<file path="config.mk">
export PLATFORM = sky130hd
export DESIGN_NAME = rss_host_flat
export DESIGN_NICKNAME = d
export VERILOG_FILES = /design/src/core/rss_pkg.sv /design/src/core/rss_link_if.sv /design/src/core/rss_host.sv /design/src/core/rss_pin_sync.sv /design/src/flat_wrapper.sv
export SDC_FILE = /design/constraint.sdc
export NUM_CORES = 1
export LEC_CHECK = 0
export ABC_AREA = 0
export ABC_CLOCK_PERIOD_IN_PS = 2500
export BUFFER_PORTS_ARGS = -buffer_cell sky130_fd_sc_hd__buf_4
export CAP_MARGIN = 20
export CORE_ASPECT_RATIO = 0.75
export CORE_MARGIN = 5
export CORE_UTILIZATION = 28
export CTS_CLUSTER_DIAMETER = 30
export DETAILED_ROUTE_END_ITERATION = 7
export PLACE_DENSITY = 0.44
export SLEW_MARGIN = 0
export SYNTH_ARGS = -nofsm -noshare
export SYNTH_HDL_FRONTEND = slang
export SYNTH_SLANG_ARGS = --single-unit
</file>
<file path="constraint.sdc">
create_clock -name CLK -period 2.5 [get_ports CLK]
set_clock_uncertainty 0.05 [all_clocks]
set_input_delay 0.125 -clock CLK [delete_from_list [all_inputs] [get_ports CLK]]
set_output_delay 0.125 -clock CLK [all_outputs]
set_load 0.05 [all_outputs]
</file>
<file path="src/core/rss_pkg.sv">
package rss_pkg;

  // ---------------------------------------------------------------
  // Clock and timing
  // ---------------------------------------------------------------
  localparam int unsigned CLK_MHZ = 125;
  localparam int unsigned POR_WAIT_MS = 10;
  localparam int unsigned MRST_PULSE_US = 100;
  localparam int unsigned MRST_WAIT_MS = 5;
  localparam int unsigned SYNTH_SETTLE_US = 150;
  localparam int unsigned RX_HOP_US = 20;
  localparam int unsigned DEV_POR_NS = 8000;
  localparam int unsigned DEV_RECOVER_NS = 8000;
  localparam int unsigned POR_WAIT_CYC = POR_WAIT_MS * 1000 * CLK_MHZ;
  localparam int unsigned MRST_PULSE_CYC = MRST_PULSE_US * CLK_MHZ;
  localparam int unsigned MRST_WAIT_CYC = MRST_WAIT_MS * 1000 * CLK_MHZ;
  localparam int unsigned SETTLE_CYC = SYNTH_SETTLE_US * CLK_MHZ;
  localparam int unsigned HOP_CYC = RX_HOP_US * CLK_MHZ;
  localparam int unsigned DEV_POR_CYC = (DEV_POR_NS * CLK_MHZ + 999) / 1000;
  localparam int unsigned DEV_RECOVER_CYC =
    (DEV_RECOVER_NS * CLK_MHZ + 999) / 1000;
  localparam int unsigned CLKOUT_HALF = 8;
  localparam int unsigned SCK_HALF = 4;
  localparam int unsigned GAP_CYC = 8;
  localparam int unsigned CNT_W = 24;

  // ---------------------------------------------------------------
  // Configuration word layout
  // ---------------------------------------------------------------
  localparam int unsigned FRAME_BITS = 16;
  localparam logic [7:0] ADDR_SYNTH_CTRL = 8'h00;
  localparam logic [7:0] ADDR_DIV_FIRST = 8'h06;
  localparam logic [7:0] ADDR_DIV_LAST = 8'h0b;
  localparam logic [7:0] ADDR_RX_FILTER = 8'h10;
  localparam int unsigned CTRL_SET_SEL_BIT = 0;
  localparam int unsigned CTRL_RX_EN_BIT = 1;
  localparam int unsigned DIV_SET_SIZE = 3;
  localparam int unsigned DIV_COUNT = 6;

  // ---------------------------------------------------------------
  // Reset values and filter codes
  // ---------------------------------------------------------------
  localparam logic [7:0] DIV_RESET = 8'h00;
  localparam logic [1:0] CTRL_RESET = 2'h0;
  localparam logic [7:0] FILT_RESET = 8'ha3;
  localparam logic [7:0] FILT_FSK_100K = 8'hff;
  localparam logic [7:0] FILT_FSK_25K = 8'ha3;
  localparam logic [7:0] FILT_FSK_2K = 8'h41;
  localparam logic [7:0] FILT_OOK_HIGH = 8'hc1;
  localparam logic [7:0] FILT_OOK_LOW = 8'ha0;

  typedef enum logic [2:0] {
    RATE_FSK_100K = 3'b000,
    RATE_FSK_25K = 3'b001,
    RATE_FSK_2K = 3'b010,
    RATE_OOK_HIGH = 3'b011,
    RATE_OOK_LOW = 3'b100
  } rss_rate_e;

endpackage

</file>
<file path="src/core/rss_link_if.sv">
`timescale 1ns/100ps
interface rss_link_if;
  logic cs_n;
  logic sck;
  logic mosi;
  logic clkout;
  logic lock_det;
  logic mrst_o;
  logic mrst_oe;
  logic mrst_pin;

  // Undriven pin reads low, as with the on-chip pull-down
  assign mrst_pin = mrst_oe & mrst_o;

  modport host (
    output cs_n, sck, mosi, mrst_o, mrst_oe,
    input clkout, lock_det
  );
  modport device (
    input cs_n, sck, mosi, mrst_pin,
    output clkout, lock_det
  );
endinterface

</file>
<file path="src/core/rss_host.sv">
`timescale 1ns/100ps
module rss_host #(
  parameter int unsigned POR_WAIT_CYC = rss_pkg::POR_WAIT_CYC,
  parameter int unsigned MRST_PULSE_CYC = rss_pkg::MRST_PULSE_CYC,
  parameter int unsigned MRST_WAIT_CYC = rss_pkg::MRST_WAIT_CYC,
  parameter int unsigned SETTLE_MAX_CYC = rss_pkg::SETTLE_CYC
) (
  input wire logic CLK,
  input wire logic NRST,
  rss_link_if.host LINK,
  input wire logic CMD_VALID,
  output logic CMD_READY,
  input wire logic [7:0] CMD_ADDR,
  input wire logic [7:0] CMD_DATA,
  input wire logic PRESET_VALID,
  input wire rss_pkg::rss_rate_e PRESET_RATE,
  input wire logic MRST_REQ,
  output logic DEV_READY,
  output logic LOCKED,
  output logic SETTLE_TIMEOUT
);
  import rss_pkg::*;

  typedef enum logic [2:0] {
    HS_POR_WAIT = 3'b000,
    HS_IDLE = 3'b001,
    HS_SHIFT = 3'b010,
    HS_GAP = 3'b011,
    HS_SETTLE = 3'b100,
    HS_MRST_PULSE = 3'b101,
    HS_MRST_WAIT = 3'b110
  } rss_hstate_e;

  // ---------------------------------------------------------------
  // Pin sampling
  // ---------------------------------------------------------------
  logic [1:0] pin_s;
  rss_pin_sync #(.WIDTH(2), .RESET_VAL(2'h0)) u_sync (
    .CLK(CLK),
    .NRST(NRST),
    .PIN_IN({LINK.lock_det, LINK.clkout}),
    .PIN_OUT(pin_s)
  );
  wire clkout_s = pin_s[0];
  wire lock_s = pin_s[1];

  rss_hstate_e st_ff;
  logic [CNT_W-1:0] cnt_ff;
  logic [FRAME_BITS-1:0] shift_ff;
  logic [4:0] bit_ff;
  logic cs_n_ff;
  logic sck_ff;
  logic mrst_oe_ff;
  logic settle_ff;
  logic clk_d_ff;
  logic [1:0] edge_ff;
  logic ready_ff;
  logic locked_ff;
  logic tout_ff;

  // ---------------------------------------------------------------
  // Request selection
  // ---------------------------------------------------------------
  logic [7:0] preset_code;
  always_comb begin
    case (PRESET_RATE)
      RATE_FSK_100K: preset_code = FILT_FSK_100K;
      RATE_FSK_25K: preset_code = FILT_FSK_25K;
      RATE_FSK_2K: preset_code = FILT_FSK_2K;
      RATE_OOK_HIGH: preset_code = FILT_OOK_HIGH;
      RATE_OOK_LOW: preset_code = FILT_OOK_LOW;
      default: preset_code = FILT_RESET;
    endcase
  end

  wire idle = (st_ff == HS_IDLE);
  wire take_mrst = idle & MRST_REQ;
  wire take_preset = idle & ~MRST_REQ & PRESET_VALID;
  wire take_cmd = idle & ~MRST_REQ & ~PRESET_VALID & CMD_VALID;
  wire [7:0] sel_addr = take_preset ? ADDR_RX_FILTER : CMD_ADDR;
  wire [7:0] sel_data = take_preset ? preset_code : CMD_DATA;
  // Divider or set changes move the synthesizer, so wait for lock
  wire sel_settle = (sel_addr == ADDR_SYNTH_CTRL) |
    ((sel_addr >= ADDR_DIV_FIRST) & (sel_addr <= ADDR_DIV_LAST));
  wire half_done = (cnt_ff == CNT_W'(SCK_HALF - 1));
  wire last_bit = (bit_ff == 5'(FRAME_BITS - 1));
  // Two clock output edges prove the device left reset
  wire clk_seen = (edge_ff == 2'd2);
  wire clk_edge = clkout_s ^ clk_d_ff;
  wire por_done = (cnt_ff == CNT_W'(POR_WAIT_CYC - 1));
  wire mrst_done = (cnt_ff == CNT_W'(MRST_WAIT_CYC - 1));
  wire pulse_done = (cnt_ff == CNT_W'(MRST_PULSE_CYC - 1));
  wire settle_max = (cnt_ff == CNT_W'(SETTLE_MAX_CYC - 1));

  assign CMD_READY = idle & ~MRST_REQ & ~PRESET_VALID;

  // ---------------------------------------------------------------
  // Clock output activity
  // ---------------------------------------------------------------
  always_ff @(posedge CLK or negedge NRST) begin
    if (!NRST) begin
      clk_d_ff <= 1'b0;
      edge_ff <= '0;
    end else begin
      clk_d_ff <= clkout_s;
      if (st_ff == HS_MRST_PULSE) edge_ff <= '0;
      else if (clk_edge && !clk_seen) edge_ff <= edge_ff + 1'b1;
    end
  end

  // ---------------------------------------------------------------
  // Sequencer
  // ---------------------------------------------------------------
  always_ff @(posedge CLK or negedge NRST) begin
    if (!NRST) begin
      st_ff <= HS_POR_WAIT;
      cnt_ff <= '0;
      shift_ff <= '0;
      bit_ff <= '0;
      cs_n_ff <= 1'b1;
      sck_ff <= 1'b0;
      mrst_oe_ff <= 1'b0;
      settle_ff <= 1'b0;
    end else begin
      cnt_ff <= cnt_ff + 1'b1;
      case (st_ff)
        HS_POR_WAIT: begin
          // Pin stays released and bus quiet all through
          mrst_oe_ff <= 1'b0;
          if (por_done || clk_seen) begin
            st_ff <= HS_IDLE;
          end
        end
        HS_IDLE: begin
          cnt_ff <= '0;
          if (take_mrst) begin
            st_ff <= HS_MRST_PULSE;
            mrst_oe_ff <= 1'b1;
          end else if (take_preset || take_cmd) begin
            st_ff <= HS_SHIFT;
            shift_ff <= {sel_addr, sel_data};
            settle_ff <= sel_settle;
            bit_ff <= '0;
            cs_n_ff <= 1'b0;
          end
        end
        HS_SHIFT: begin
          if (half_done) begin
            cnt_ff <= '0;
            sck_ff <= ~sck_ff;
            if (sck_ff) begin
              shift_ff <= {shift_ff[FRAME_BITS-2:0], 1'b0};
              bit_ff <= bit_ff + 1'b1;
              if (last_bit) begin
                st_ff <= HS_GAP;
                cs_n_ff <= 1'b1;
              end
            end
          end
        end
        HS_GAP: begin
          // Gap lets lock drop before it is watched again
          if (cnt_ff == CNT_W'(GAP_CYC - 1)) begin
            cnt_ff <= '0;
            st_ff <= settle_ff ? HS_SETTLE : HS_IDLE;
          end
        end
        HS_SETTLE: begin
          if (lock_s || settle_max) begin
            st_ff <= HS_IDLE;
          end
        end
        HS_MRST_PULSE: begin
          if (pulse_done) begin
            cnt_ff <= '0;
            mrst_oe_ff <= 1'b0;
            st_ff <= HS_MRST_WAIT;
          end
        end
        HS_MRST_WAIT: begin
          if (mrst_done || clk_seen) begin
            st_ff <= HS_IDLE;
          end
        end
        default: begin
          st_ff <= HS_POR_WAIT;
          cnt_ff <= '0;
          cs_n_ff <= 1'b1;
          sck_ff <= 1'b0;
          mrst_oe_ff <= 1'b0;
        end
      endcase
    end
  end

  // ---------------------------------------------------------------
  // Status
  // ---------------------------------------------------------------
  always_ff @(posedge CLK or negedge NRST) begin
    if (!NRST) begin
      ready_ff <= 1'b0;
      locked_ff <= 1'b0;
      tout_ff <= 1'b0;
    end else begin
      ready_ff <= (st_ff != HS_POR_WAIT) && (st_ff != HS_MRST_PULSE) &&
                  (st_ff != HS_MRST_WAIT);
      locked_ff <= lock_s;
      if (st_ff == HS_SETTLE && !lock_s && settle_max) tout_ff <= 1'b1;
      else if (st_ff == HS_SETTLE && lock_s) tout_ff <= 1'b0;
    end
  end

  assign LINK.cs_n = cs_n_ff;
  assign LINK.sck = sck_ff;
  assign LINK.mosi = shift_ff[FRAME_BITS-1];
  assign LINK.mrst_o = 1'b1;
  assign LINK.mrst_oe = mrst_oe_ff;
  assign DEV_READY = ready_ff;
  assign LOCKED = locked_ff;
  assign SETTLE_TIMEOUT = tout_ff;
endmodule // rss_host

</file>
<file path="src/core/rss_pin_sync.sv">
`timescale 1ns/100ps
module rss_pin_sync #(
  parameter int unsigned WIDTH = 1,
  parameter logic [WIDTH-1:0] RESET_VAL = '0
) (
  input wire logic CLK,
  input wire logic NRST,
  input wire logic [WIDTH-1:0] PIN_IN,
  output logic [WIDTH-1:0] PIN_OUT
);
  // -------------------------------------------------------------
  // Three stages; a change counts once stages two and three agree
  // -------------------------------------------------------------
  genvar g;
  generate
    for (g = 0; g < WIDTH; g++) begin : g_bit
      logic s1_ff;
      logic s2_ff;
      logic s3_ff;
      logic out_ff;
      always_ff @(posedge CLK or negedge NRST) begin
        if (!NRST) begin
          s1_ff <= RESET_VAL[g];
          s2_ff <= RESET_VAL[g];
          s3_ff <= RESET_VAL[g];
          out_ff <= RESET_VAL[g];
        end else begin
          s1_ff <= PIN_IN[g];
          s2_ff <= s1_ff;
          s3_ff <= s2_ff;
          if (s2_ff == s3_ff) out_ff <= s3_ff;
        end
      end
      assign PIN_OUT[g] = out_ff;
    end
  endgenerate
endmodule // rss_pin_sync

</file>
<file path="src/flat_wrapper.sv">
// flat-port wrapper written by rule: the top's interface ports become plain ports
module rss_host_flat import rss_pkg::*;
#(
  parameter int unsigned POR_WAIT_CYC = rss_pkg::POR_WAIT_CYC,
  parameter int unsigned MRST_PULSE_CYC = rss_pkg::MRST_PULSE_CYC,
  parameter int unsigned MRST_WAIT_CYC = rss_pkg::MRST_WAIT_CYC,
  parameter int unsigned SETTLE_MAX_CYC = rss_pkg::SETTLE_CYC
)
  (CLK, NRST, CMD_VALID, CMD_READY, CMD_ADDR, CMD_DATA, PRESET_VALID, PRESET_RATE, MRST_REQ, DEV_READY, LOCKED, SETTLE_TIMEOUT, LINK_cs_n, LINK_sck, LINK_mosi, LINK_mrst_o, LINK_mrst_oe, LINK_clkout, LINK_lock_det);
  rss_link_if LINK_i ();
  input wire logic CLK;
  input wire logic NRST;
  input wire logic CMD_VALID;
  output logic CMD_READY;
  input wire logic [7:0] CMD_ADDR;
  input wire logic [7:0] CMD_DATA;
  input wire logic PRESET_VALID;
  input wire rss_pkg::rss_rate_e PRESET_RATE;
  input wire logic MRST_REQ;
  output logic DEV_READY;
  output logic LOCKED;
  output logic SETTLE_TIMEOUT;
  output wire logic [$bits(LINK_i.cs_n)-1:0] LINK_cs_n;
  output wire logic [$bits(LINK_i.sck)-1:0] LINK_sck;
  output wire logic [$bits(LINK_i.mosi)-1:0] LINK_mosi;
  output wire logic [$bits(LINK_i.mrst_o)-1:0] LINK_mrst_o;
  output wire logic [$bits(LINK_i.mrst_oe)-1:0] LINK_mrst_oe;
  input wire logic [$bits(LINK_i.clkout)-1:0] LINK_clkout;
  input wire logic [$bits(LINK_i.lock_det)-1:0] LINK_lock_det;
  assign LINK_cs_n = LINK_i.cs_n;
  assign LINK_sck = LINK_i.sck;
  assign LINK_mosi = LINK_i.mosi;
  assign LINK_mrst_o = LINK_i.mrst_o;
  assign LINK_mrst_oe = LINK_i.mrst_oe;
  assign LINK_i.clkout = LINK_clkout;
  assign LINK_i.lock_det = LINK_lock_det;
  rss_host #(.POR_WAIT_CYC(POR_WAIT_CYC), .MRST_PULSE_CYC(MRST_PULSE_CYC), .MRST_WAIT_CYC(MRST_WAIT_CYC), .SETTLE_MAX_CYC(SETTLE_MAX_CYC)) u_core (.CLK(CLK), .NRST(NRST), .LINK(LINK_i), .CMD_VALID(CMD_VALID), .CMD_READY(CMD_READY), .CMD_ADDR(CMD_ADDR), .CMD_DATA(CMD_DATA), .PRESET_VALID(PRESET_VALID), .PRESET_RATE(PRESET_RATE), .MRST_REQ(MRST_REQ), .DEV_READY(DEV_READY), .LOCKED(LOCKED), .SETTLE_TIMEOUT(SETTLE_TIMEOUT));
endmodule
</file>
==> results list, run 1 <==
* Total cell area at the placement stage: 4180 µm²
- Across the run, the number of max-cap violations was 0.
* Post-route insts no fill: 613
- Data on the critical path arrives at its endpoint at 2.64 ns.
* Synth Cell Area: 3530 µm²
- In the global route stage, overall resource usage came out at 12.3%.
- The post-route netlist has 27.3% of its cells at a drive strength greater than 1.
* Antenna fix cells: 0
- Synthesis produced 377 cells.
* Leakage dissipation: 2.02 nW
* Distinct cell type count of the synthesized netlist: 56
* Switching fraction of total power: 35.8%
* Category of the most critical setup path: reg -> reg
- Counting the buffers created by CTS gives 9.
* Top fanout value on the critical path: 13
- Final routed DRC violation total: 0
* Pwr/cell area: 1010 nW/µm²
- Startpoint types: register
- Yosys Warn Count: 0
* Die height: 107 µm
- Total nets after synthesis: 408
- Power comes to 4.60 mW.
* Final weighted congestion in routability-driven placement: 0.832
- Min Clock Period, post-route: 2.47 ns
- Including well taps, the total number of placed cells is 592.
- sky130_fd_sc_hd__dfrtp_1 takes more of the synthesized area than any other cell.
* Clock Sink Count: 66
- At the worst endpoint, the required time is 2.67 ns.
* Fraction of power consumed by combinational cells: 38.5%
* Share of the clock period used by the worst path after layout: 98.9%
* Power share of the sequential group: 32.2%
- Prevailing post-synth register cell: sky130_fd_sc_hd__dfrtp_1
- The filler cells instantiated in the layout total 1251.
- Per report_power, the clock group accounts for 29.3% of the total.
* Capture point of the critical path: u_core.cnt_ff[16]
- Number of cells traversed by the worst register-to-register path: 6
- The floorplan step defined a core boundary enclosing 12300 µm².
- In the final routing, the length of wire on met1 measures 4.56 mm.
- Summed over all nets, wire length on met2 after detailed routing comes to 3.50 mm.
* Global-route wire length before repair: 14.6 mm
- Number of top-level design ports: 35
* Worst setup slack after layout: 0.0284 ns
* DRT iter0 DRCs: 220
- The number of slew-limit violations in the final report is 0.
- Internal portion of total power: 2.95 mW
* Fraction of synthesized cell area taken by the top area cell type: 46.1%
- After detailed routing, the average wire length per cell comes to 14.1 µm.
- Number of hold-slack violations in the final timing report: 0
- Clock edge transition at the registers on the reported setup and hold paths: 0.05 ns
* Critical R2R Capture: u_core.cnt_ff[16]
* Maximum VDD drop: 0.463 mV
- The area growth from synthesis to layout is 29.4%.
- Horizontal extent of the die: 140 µm
- Vias in the first global route: 2820
- Once detail routing completed, the nets flagged for antenna violations numbered 0.
- Synth async-reset ratio: 100%
- Slowest-stage cell, CP: sky130_fd_sc_hd__or4_4
* Total congestion overflow: 0
* Starting density of the core: 28.7%
- Ranking of synthesized cells by area: sky130_fd_sc_hd__dfrtp_1, sky130_fd_sc_hd__xor2_1, sky130_fd_sc_hd__nor2_2, sky130_fd_sc_hd__nand2_1, sky130_fd_sc_hd__nor2_1
* H-tree lvl count: 3
* Number of enable-type register cells in the synthesized netlist: 0
* Largest stage delay on the critical path: 0.55 ns
- Number of synthesized register bits: 66
* Worst min-delay path category: in -> reg
* Number of antenna violations at the first check in global routing: 0
- The worst register-to-register path begins at u_core.cnt_ff[17].
* Launch point of the critical path: u_core.cnt_ff[17]
* Fin area: 4560 µm²
- In the layout the commonest cells are sky130_fd_sc_hd__buf_4, sky130_fd_sc_hd__dfrtp_1, sky130_fd_sc_hd__nand2_1.
- RSZ-0062 raised after global routing: true
* Synthesized area divided by synthesized cell count: 9.36 µm²
- Placed wire-length estimate: 6.45 mm
* Clock insertion delay at the later pin of the skew report: 0.33 ns
- Crit-path most repeated cell: sky130_fd_sc_hd__or4_4
- After detailed routing, the met3 layer carries 372 µm of wire.
- Summing the sequential cell areas from Yosys gives 46.9% of the chip area.
- The clock passes through at most 2 buffers.
- Normalized max-slew margin: 42.2%
* Clock tree from TritonCTS: yes
- Dividing the detail-routed via count by the number of cells gives 4.73.
- The setup check on the worst reg-to-reg path leaves a slack of 0.03 ns.
- Across all layers, the routed design uses 2898 vias.
* WL final: 8.63 mm
- The root buffer cell chosen for the clock tree is sky130_fd_sc_hd__clkbuf_16.
* Status: finished clean
- Largest net degree at the start of global routing: 67
- Sw power: 1.65 mW
- Setup violations remaining at the end of the flow were counted as 0.
* Peak Freq: 0.405 GHz
- The first TritonRoute pass finished after 4 iterations.
- The die covers 15000 µm².
* Worst Tran Pin Value: 0.867 ns
- Walking the worst path, the cells encountered are or4_4 -> or3_4 -> or4_4 -> a21oi_4 -> buf_12 -> nor2_1.
- Prior to clock tree synthesis, the placed netlist has a worst setup slack of -0.0263 ns.
* FP Rows: 35
* Most common cell after layout, fill and taps aside: sky130_fd_sc_hd__buf_4
- Top Layer Used: met4
* Number of nets in the finished design: 473
- Buffers placed on the I/O ports in this run total 33.
- STA classifies the critical path endpoint as a register.
how the worst min path moves through the flow:
stage	start	endpoint	slack [ns]	cells past startpoint
after floorplan	NRST	u_core.DEV_READY	-0.22	0
after global placement	LINK_lock_det	u_core.u_sync.g_bit[1].s1_ff	0.19	1
after detailed placement	LINK_lock_det	u_core.u_sync.g_bit[1].s1_ff	0.19	1
after CTS	MRST_REQ	u_core.LINK.mrst_oe	0.02	2
after global routing	MRST_REQ	u_core.LINK.mrst_oe	0.03	2
final	MRST_REQ	u_core.LINK.mrst_oe	0.03	2
cell families after synthesis:
kind of cell	share of synthesized area [%]
buffers and inverters	4.19
XOR/XNOR	6.46
AND/OR/NAND/NOR	26.6
flip-flops	46.9
multiplexers	0.603
AO/OA/AOI/OAI	12.8
adder cells (fa/ha/maj)	2.34
other	0.106
critical path: cells and delay by family, from the launching register on:
family          cells  cell delay, ns
flops               1            0.39
compound gates      1            0.20
buf+inv             1            0.18
simple gates        4            1.53
area by class of cell:
class	count	area (µm²)	share of cell area (%)
multi-input cells	280	1750	38.3
clock buffers	11	243	5.32
inverters	10	37.5	0.822
clock inverters	5	77.6	1.70
well taps	166	208	4.55
repair buffers	75	596	13.0
flip-flops and latches	66	1650	36.2
Yosys cell counts (all sizes together) (8+ instances only):
| library cell | count |
|---|---|
| buf | 9 |
| a21oi | 22 |
| nand3 | 18 |
| inv | 10 |
| nor2b | 9 |
| nand2 | 33 |
| xnor2 | 8 |
| nor2 | 49 |
| and3 | 12 |
| o21ai | 22 |
| clkbuf | 12 |
| nor3 | 13 |
| nand4 | 9 |
| xor2 | 18 |
| dfrtp | 65 |
metal layers:
layer / vias up / global-route usage (%)
li1: 1455 / -
met1: 1374 / 18.3
met2: 54 / 16.5
met3: 15 / 3.12
met4: 0 / 5.67
met5: - / 0
stage by stage:
| step | hold slack (ns) | util (%) | TNS (ns) |
|---|---|---|---|
| after global routing | 0.0314 | 37.1 | -0.601 |
| after CTS | 0.0210 | 36.8 | 0 |
| after global placement | 0.187 | 33.9 | -0.778 |
| after floorplan | -0.221 | - | 0 |
| final | 0.0333 | 37.1 | 0 |
| after detailed placement | 0.188 | 33.9 | -0.0318 |
repair_timing:
| item | in CTS | in global routing |
|---|---|---|
| setup buffers | 0 | 2 |
| hold endpoints to repair | 67 | 0 |
| gates resized for setup | 1 | 5 |
| pin swaps | 0 | 2 |
| endpoints found under the setup margin | 12 | 31 |
| gates cloned | 0 | 0 |
| hold buffers | 3 | 0 |
flip-flops by register name, summed over array words and instances (netlist names):
| name | count |
|---|---|
| u_core.DEV_READY | 1 |
| u_core.LINK.cs_n | 1 |
| u_core.LINK.mrst_oe | 1 |
| u_core.LINK.sck | 1 |
| u_core.LOCKED | 1 |
| u_core.SETTLE_TIMEOUT | 1 |
| u_core.bit_ff | 5 |
| u_core.clk_d_ff | 1 |
| u_core.cnt_ff | 24 |
| u_core.edge_ff | 2 |
| u_core.settle_ff | 1 |
| u_core.shift_ff | 16 |
| u_core.st_ff | 3 |
| u_core.u_sync.g_bit.out_ff | 2 |
| u_core.u_sync.g_bit.s1_ff | 2 |
| u_core.u_sync.g_bit.s2_ff | 2 |
| u_core.u_sync.g_bit.s3_ff | 2 |
power by group through the flow:
stage	logic, mW	registers, mW	clock network, mW
floorplan	1.06	1.60	0
global placement	1.74	1.50	0
detailed placement	1.75	1.50	0
CTS	1.76	1.48	1.40
global route	1.96	1.52	1.44
finish	1.77	1.48	1.35
Power figures use the tool's default switching activity.
==> run 2, diff against run 1 <==
--- a/config.mk
+++ b/config.mk
@@ -6,7 +6,7 @@
 export NUM_CORES = 1
 export LEC_CHECK = 0
 export ABC_AREA = 0
-export ABC_CLOCK_PERIOD_IN_PS = 2500
+export ABC_CLOCK_PERIOD_IN_PS = 3200
 export BUFFER_PORTS_ARGS = -buffer_cell sky130_fd_sc_hd__buf_4
 export CAP_MARGIN = 20
 export CORE_ASPECT_RATIO = 0.75
@@ -14,7 +14,7 @@
 export CORE_UTILIZATION = 28
 export CTS_CLUSTER_DIAMETER = 30
 export DETAILED_ROUTE_END_ITERATION = 7
-export PLACE_DENSITY = 0.44
+export PLACE_DENSITY = 0.43
 export SLEW_MARGIN = 0
 export SYNTH_ARGS = -nofsm -noshare
 export SYNTH_HDL_FRONTEND = slang
==> constraint.sdc (replaced) <==
create_clock -name CLK -period 3.2 [get_ports CLK]
set_clock_uncertainty 0.05 [all_clocks]
set_input_delay 0.16 -clock CLK [delete_from_list [all_inputs] [get_ports CLK]]
set_output_delay 0.16 -clock CLK [all_outputs]
set_load 0.05 [all_outputs]
==> run 2 against run 1 <==
  * Cell count is 4.9% lower
  * Combinational power is 32% lower
  * Power is 27% lower
  * Clock power is 28% lower
  * Via count is 5.8% lower
  * Maximum frequency is 10% lower
  * Hold slack better by 0.054 ns
  * Critical path depth is 1 higher
  * Non-clock buffer count is 29 lower
  * Critical path type unchanged
  * Critical endpoint is now u_core.shift_ff[6]
==> results list, run 2 (synthesis gave the netlist of run 1 again) <==
- The total track usage came to 11.5% (-0.76 points).
* Die height: 107 µm (unchanged)
- Quantity of I/O buffers inserted on ports: 33 (unchanged)
- Slew Limit Fails: 0 (unchanged)
- The detailed-route wire length per cell came to 14.1 µm (+0.43%).
* Fin area: 4280 µm² (-6.1%)
- The final wirelength is 8.24 mm (-4.5%).
* Status: finished clean
- Buffers plus inverters on the worst setup path: 2 (+1)
- Number of nets in the finished design: 444 (-6.1%)
- Layout cells sized above 1: 21.1% (-6.2 points)
- The maximum VDD drop is 0.456 mV (-1.6%).
* Vias: 2730 (-5.8%)
* Startpoint of the tightest hold check path: MRST_REQ
* Largest stage delay on the critical path: 0.55 ns (about the same)
* Num CTS Buffers: 9 (unchanged)
* Kind of end point of the critical path: register
- Power share of the sequential group: 35.6% (+3.4 points)
- The initial standard-cell utilization of the core is 28.7% (unchanged).
- Horizontal extent of the die: 140 µm (unchanged)
- The time the worst path needs with I/O delays and setup was 2.76 ns (+0.287 ns).
- Reg with most FFs: u_core.cnt_ff
- Final routed DRC violation total: 0 (unchanged)
- Switching fraction of total power: 37.3% (+1.5 points)
- FP Rows: 35 (unchanged)
- The most numerous cell type found on the critical path is sky130_fd_sc_hd__buf_4.
- Placed wire-length estimate: 5.80 mm (-10%)
- The antenna diode instance count was 0 (unchanged).
- Number of hold-slack violations in the final timing report: 0 (unchanged)
- Vias in the first global route: 2601 (-7.8%)
- The post-detailed-route count of antenna-violating nets came to 0 (unchanged).
- Seq. cell area: 1650 µm² (unchanged)
- Worst min-delay path category: in -> reg
* Number of top-level design ports: 35 (unchanged)
* Peak Freq: 0.363 GHz (-10%)
- The first-pass GRT wire length came to 13.8 mm (-5.1%).
* List of cells traversed by the critical path: or4_4 -> or3_4 -> o31ai_4 -> nand2_1 -> buf_4 -> buf_4 -> a21o_1
- Largest net degree at the start of global routing: 67 (unchanged)
- The largest fanout on the critical path came to 18 (+5).
- Via/cell ratio: 4.68 (-0.95%)
- Post-route insts no fill: 583 (-4.9%)
- Worst Tran Pin Value: 0.834 ns (-0.0331 ns)
- Cell type group with the largest total delay on the critical path: simple AND/OR/NAND/NOR gates
* Total Die Area: 15000 µm² (unchanged)
* Clock network power share: 28.9% (-0.4 points)
* Worst setup slack after layout: 0.442 ns (+0.413 ns)
* Post-CTS setup-driven buffer insertion count: 0 (unchanged)
- Root buffer selected by CTS: sky130_fd_sc_hd__clkbuf_16
* Source of the worst register-to-register timing path: u_core.cnt_ff[17]
* Fraction of power consumed by combinational cells: 35.5% (-3.0 points)
- Clock insertion delay at the later pin of the skew report: 0.32 ns (about the same)
- TritonCTS built the clock tree.
- Normalized max-slew margin: 44.4% (+2.2 points)
- Number of flip-flops under the largest register name: 24 (unchanged)
- Clock edge transition at the registers on the reported setup and hold paths: 0.06 ns (about the same)
* Total cell area at the placement stage: 3960 µm² (-5.2%)
- H-tree lvl count: 3 (unchanged)
- The final-layout worst hold slack is 0.0872 ns (+0.0538 ns).
* Category of the most critical setup path: reg -> reg
- DRT iter0 DRCs: 201 (-8.6%)
- The library cell used most frequently in the layout, excluding fill and tap cells, is sky130_fd_sc_hd__dfrtp_1.
- Fillers: 1233 (-1.4%)
* Clock Sink Count: 66 (unchanged)
- Multi-input gate area: 1730 µm² (-1.4%)
- The number of setup violations in the final report came to 0 (unchanged).
- Setup repair after global routing left no endpoint under its margin.
- DP Worst Slack: 0.471 ns (+0.498 ns)
* Worst endpoint required time: 3.36 ns (+0.69 ns)
- The placed instance count was 565 (-4.6%).
- The initial antenna violation count is 0 (unchanged).
- The maximum count of clock buffers along a single path was 2 (unchanged).
- Leakage dissipation: 1.84 nW (-8.5%)
* Final weighted congestion in routability-driven placement: 0.823 (-1.2%)
* Area growth, synth to finish: 21.5%
- Internal portion of total power: 2.11 mW (-29%)
- The remaining global-route overflow was 0 (unchanged).
* Startpoint types: register
- Sum Neg Setup Slack: 0 ns (unchanged)
* Top library cells by usage in the layout, fill and taps aside: sky130_fd_sc_hd__dfrtp_1, sky130_fd_sc_hd__buf_4, sky130_fd_sc_hd__nand2_1
- The iteration count of the initial detailed-routing pass came to 4 (unchanged).
- Core Footprint: 12300 µm² (unchanged)
- Launch point of the critical path: u_core.cnt_ff[17]
- The worst path arrival time came to 2.92 ns (+0.28 ns).
- Slowest-stage cell, CP: sky130_fd_sc_hd__or4_4
- # Max-Cap Violations: 0 (unchanged)
* Pwr/cell area: 785 nW/µm² (-22%)
- The net switching power figure was 1.26 mW (-24%).
- Share of the clock period used by the worst path after layout: 86.2% (-13 points)
- Registers with the highest flip-flop counts: u_core.cnt_ff x24, u_core.shift_ff x16, u_core.bit_ff x5
## run 2: area by class of cell
class	count	area share, %
multi-input cells	280	40.3
flip-flops and latches	66	38.6
repair buffers	46	8.53
clock buffers	10	5.58
well taps	166	4.85
clock inverters	5	1.29
inverters	10	0.876
## run 2: worst paths after layout
kind / endpoint / slack [ns] / cells past startpoint
setup reg to reg: u_core.shift_ff[6] / 0.44 / 7
hold / removal: u_core.LINK.mrst_oe / 0.09 / 2
max in group asynchronous: u_core.settle_ff / 2.12 / 2
setup / recovery: u_core.shift_ff[6] / 0.44 / 7
min in group asynchronous: u_core.cnt_ff[18] / 0.44 / 2
hold reg to reg: u_core.u_sync.g_bit[1].s2_ff / 0.30 / 0
## run 2: metal layers
metal  vias to the layer above  track usage (%)  routed length [µm]
met3                         6             3.61                 455
met2                        54             15.0                3160
li1                       1400                -                   -
met1                      1270             18.0                4570
met5                         -                0                   0
met4                         0             3.11                  55
## run 2: timing repair
action                                 4_1_cts  5_1_grt
endpoints found under the hold margin       67        0
hold buffers                                 3        0
resized for setup                            0        0
## run 2: power by group through the flow
stage                     combinational [mW]  sequential [mW]  clock, mW
after global routing                    1.33             1.23       1.04
final                                   1.20             1.20      0.971
after floorplan                        0.832             1.25          0
after global placement                  1.20             1.21          0
after CTS                               1.21             1.20      0.999
after detailed placement                1.20             1.21          0
## run 2: stage by stage
stage,power (mW),util (%)
after floorplan,2.08,-
after global placement,2.41,32.2
after detailed placement,2.41,32.2
after CTS,3.41,34.8
after global routing,3.59,34.8
final,3.36,34.8
==> run 3, diff against run 2 <==
--- a/config.mk
+++ b/config.mk
@@ -11,11 +11,11 @@
 export CAP_MARGIN = 20
 export CORE_ASPECT_RATIO = 0.75
 export CORE_MARGIN = 5
-export CORE_UTILIZATION = 28
+export CORE_UTILIZATION = 40
 export CTS_CLUSTER_DIAMETER = 30
 export DETAILED_ROUTE_END_ITERATION = 7
-export PLACE_DENSITY = 0.43
-export SLEW_MARGIN = 0
+export PLACE_DENSITY = 0.57
+export SLEW_MARGIN = 20
 export SYNTH_ARGS = -nofsm -noshare
 export SYNTH_HDL_FRONTEND = slang
 export SYNTH_SLANG_ARGS = --single-unit
==> run 3 against run 2 <==
  * Cell count fell by 9.9%
  * Sequential share of layout area rose by 1.2 points
  * Clock power fell by 12%
  * Count of clock-buffer cells in the layout rose by 1
  * Sequential power fell by 4%
  * Register-to-register slack got worse by 0.05 ns
  * Combinational power barely moved
  * First-iteration DRC count rose by 18%
  * Routed wire length fell by 1.6%
  * Non-clock buffer count did not move
  * Die area fell by 28%
  * Critical path type unchanged
  * Largest power group is now combinational cells
==> results list, run 3 (synthesis gave the netlist of run 1 again) <==
* WP depth: 6 (-1)
- Horizontal extent of the die: 118 µm (-15%)
- Kind of end point of the critical path: register
- The iteration count of the initial detailed-routing pass is 5 (+1).
- The worst hold path depth came to 3 (+1).
- The post-place setup slack is 0.431 ns (-0.0399 ns).
* Final weighted congestion in routability-driven placement: 0.842 (+2.4%)
* Maximum clock path buffer count: 2 (unchanged)
- The ratio of cells with drive above 1 in the final layout was 20.6% (-0.48 points).
* Global-route wire length before repair: 13.5 mm (-2.2%)
- Starting density of the core: 41.4% (+13 points)
* Number of cells traversed by the worst register-to-register path: 6 (-1)
- The die extent in y came to 91.3 µm (-15%).
- Compared with the post-synthesis result, the final layout area differs by 17.9%.
- In the final layout, the registers with the most flip-flops are u_core.cnt_ff x24, u_core.shift_ff x16, u_core.bit_ff x5.
- Setup repair after global routing left no endpoint under its margin.
- Post-CTS Hold Buffers: 3 (unchanged)
* Number of antenna violations at the first check in global routing: 0 (unchanged)
* Overall power of the completed layout: 3.23 mW (-3.9%)
- Clock tree from TritonCTS: yes
* Share of the clock period used by the worst path after layout: 87.8% (+1.6 points)
- The detailed-route wire length per cell was 15.4 µm (+9.3%).
* Register-to-register path setup slack: 0.39 ns (-0.05 ns)
* Worst Path Arrival: 2.97 ns (+0.05 ns)
* Number of top-level design ports: 35 (unchanged)
- Vias: 2864 (+4.9%)
* Crit-path most repeated cell: sky130_fd_sc_hd__or4_4
- Final standard cell utilization of the core: 48.8% (+14 points)
- Num CTS Buffers: 9 (unchanged)
- Post-CTS setup-driven buffer insertion count: 0 (unchanged)
- Category of the most critical setup path: reg -> reg
- Most common cell after layout, fill and taps aside: sky130_fd_sc_hd__dfrtp_1
* Top fanout value on the critical path: 9 (-9)
* Clock edge transition at the registers on the reported setup and hold paths: 0.05 ns (about the same)
- Number of antenna-violating nets in the routed design: 0 (unchanged)
- The number of endpoints with negative hold slack in the final report came to 0 (unchanged).
- Sum Neg Setup Slack: 0 ns (unchanged)
* Status: finished clean
- Worst min-delay path category: in -> reg
* Worst Tran Pin Value: 0.858 ns (+0.0240 ns)
- The worst max-slew margin expressed relative to the limit came to 42.8% (-1.6 points).
- The floorplan row count was 29 (-17%).
* DRT iter0 DRCs: 238 (+18%)
- Maximum VDD drop: 0.492 mV (+8.0%)
- The number of design rule violations left after detail routing was 0 (unchanged).
- Leakage dissipation: 1.83 nW (-0.79%)
- Among cell families on the critical path, the largest total delay comes from simple AND/OR/NAND/NOR gates.
- Peak Freq: 0.356 GHz (-1.8%)
- Clock Sink Count: 66 (unchanged)
- Total Die Area: 10800 µm² (-28%)
- The final cell count without fillers came to 525 (-9.9%).
- The count of port buffers added during placement was 33 (unchanged).
* Startpoint types: register
- Via/cell ratio: 5.46 (+16%)
- The core box area was 8530 µm² (-31%).
* Largest stage delay on the critical path: 0.55 ns (about the same)
- The critical path goes through or4_4 -> or3_4 -> or4_4 -> a21oi_4 -> buf_4 -> nor2_1.
- Startpoint of the tightest hold check path: CMD_DATA[0]
* PostCTS Resize Cnt: 0 (unchanged)
- The antenna diode instance count is 0 (unchanged).
* Min Clock Period, post-route: 2.81 ns (+0.0515 ns)
- Vias in the first global route: 2670 (+2.7%)
- The number of setup violations in the final report was 0 (unchanged).
* Largest net degree at the start of global routing: 67 (unchanged)
- The maximum level of the CTS H-tree was 3 (unchanged).
- Worst endpoint required time: 3.36 ns (about the same)
* Number of nets in the finished design: 444 (unchanged)
- Number of flip-flops under the largest register name: 24 (unchanged)
* Total congestion overflow: 0 (unchanged)
* # Max-Cap Violations: 0 (unchanged)
- The total track usage is 15.3% (+3.8 points).
- The number of slew-limit violations in the final report was 0 (unchanged).
- In this run the clock root is driven by a sky130_fd_sc_hd__clkbuf_16.
- The latest clock arrival within the worst-skew pair was 0.33 ns (about the same).
* Worst Hold Endpoint: u_core.shift_ff[0]
- Top library cells by usage in the layout, fill and taps aside: sky130_fd_sc_hd__dfrtp_1, sky130_fd_sc_hd__buf_4, sky130_fd_sc_hd__nand2_1
- The startpoint identified for the worst register-to-register timing path is u_core.cnt_ff[16].
* Worst setup slack after layout: 0.390 ns (-0.0515 ns)
- The power density over the cells was 777 nW/µm² (-0.98%).
* Buffers plus inverters on the worst setup path: 1 (-1)
* Cell count after placement: 507 (-10%)
* Slowest-stage cell, CP: sky130_fd_sc_hd__or4_4
- Reg with most FFs: u_core.cnt_ff
- The post-DP HPWL is 5.58 mm (-3.8%).
* WL final: 8.11 mm (-1.6%)
- Critical R2R Capture: u_core.cnt_ff[11]
==> run 3: changes by cell type in the layout (fill, tap and decap cells not counted), sizes merged <==
cell,previous run,this run
clkinv,2,4
clkinvlp,2,0
bufinv,1,0
clkbuf,10,11
==> run 3: how the worst max path moves through the flow <==
stage / start / end / slack [ns]
3_3_place_gp: u_core.cnt_ff[16] / u_core.cnt_ff[10] / 0.50
4_1_cts: u_core.cnt_ff[16] / u_core.cnt_ff[11] / 0.42
3_5_place_dp: u_core.cnt_ff[16] / u_core.cnt_ff[11] / 0.43
5_1_grt: u_core.cnt_ff[16] / u_core.shift_ff[7] / 0.30
6_report: u_core.cnt_ff[16] / u_core.cnt_ff[11] / 0.39
2_1_floorplan: u_core.cnt_ff[16] / u_core.cnt_ff[2] / 0.77
==> run 3: per-layer routing <==
metal  vias to the layer above  wire length [µm]  share of wire, %  global-route usage, %
met5                         -                 0                 0                      0
li1                       1388                 -                 -                      -
met4                         0                85               1.0                   4.91
met3                        11               621               7.7                   4.97
met2                       111              3410                42                   21.4
met1                      1354              3990                49                   22.4
==> run 3: cell type report <==
cell class	count	area, µm²
clock buffer	11	233
multi-input combinational	280	1730
inverter	10	37.5
clock inverter	4	20.0
timing repair buffer	46	353
fill	801	4370
tap	108	135
sequential	66	1650
==> run 3: worst min-delay path: cells and delay by family <==
family / cells / cell delay, ns
compound gates: 2 / 0.18
buf+inv: 1 / 0.08
==> run 3: per-stage QoR <==
step | hold WS (ns) | instance area [µm²]
floorplan | -0.186 | 3530
global placement | 0.222 | 3870
detailed placement | 0.222 | 3870
CTS | 0.0706 | 4160
global route | 0.0761 | 4160
finish | 0.0834 | 4160
==> run 3: power breakdown <==
part           switching [mW]  leakage, nW  internal (mW)
combinational           0.780        0.850          0.452
sequential              0.122        0.850           1.03
clock                   0.337        0.129          0.514
total                    1.24         1.83           1.99
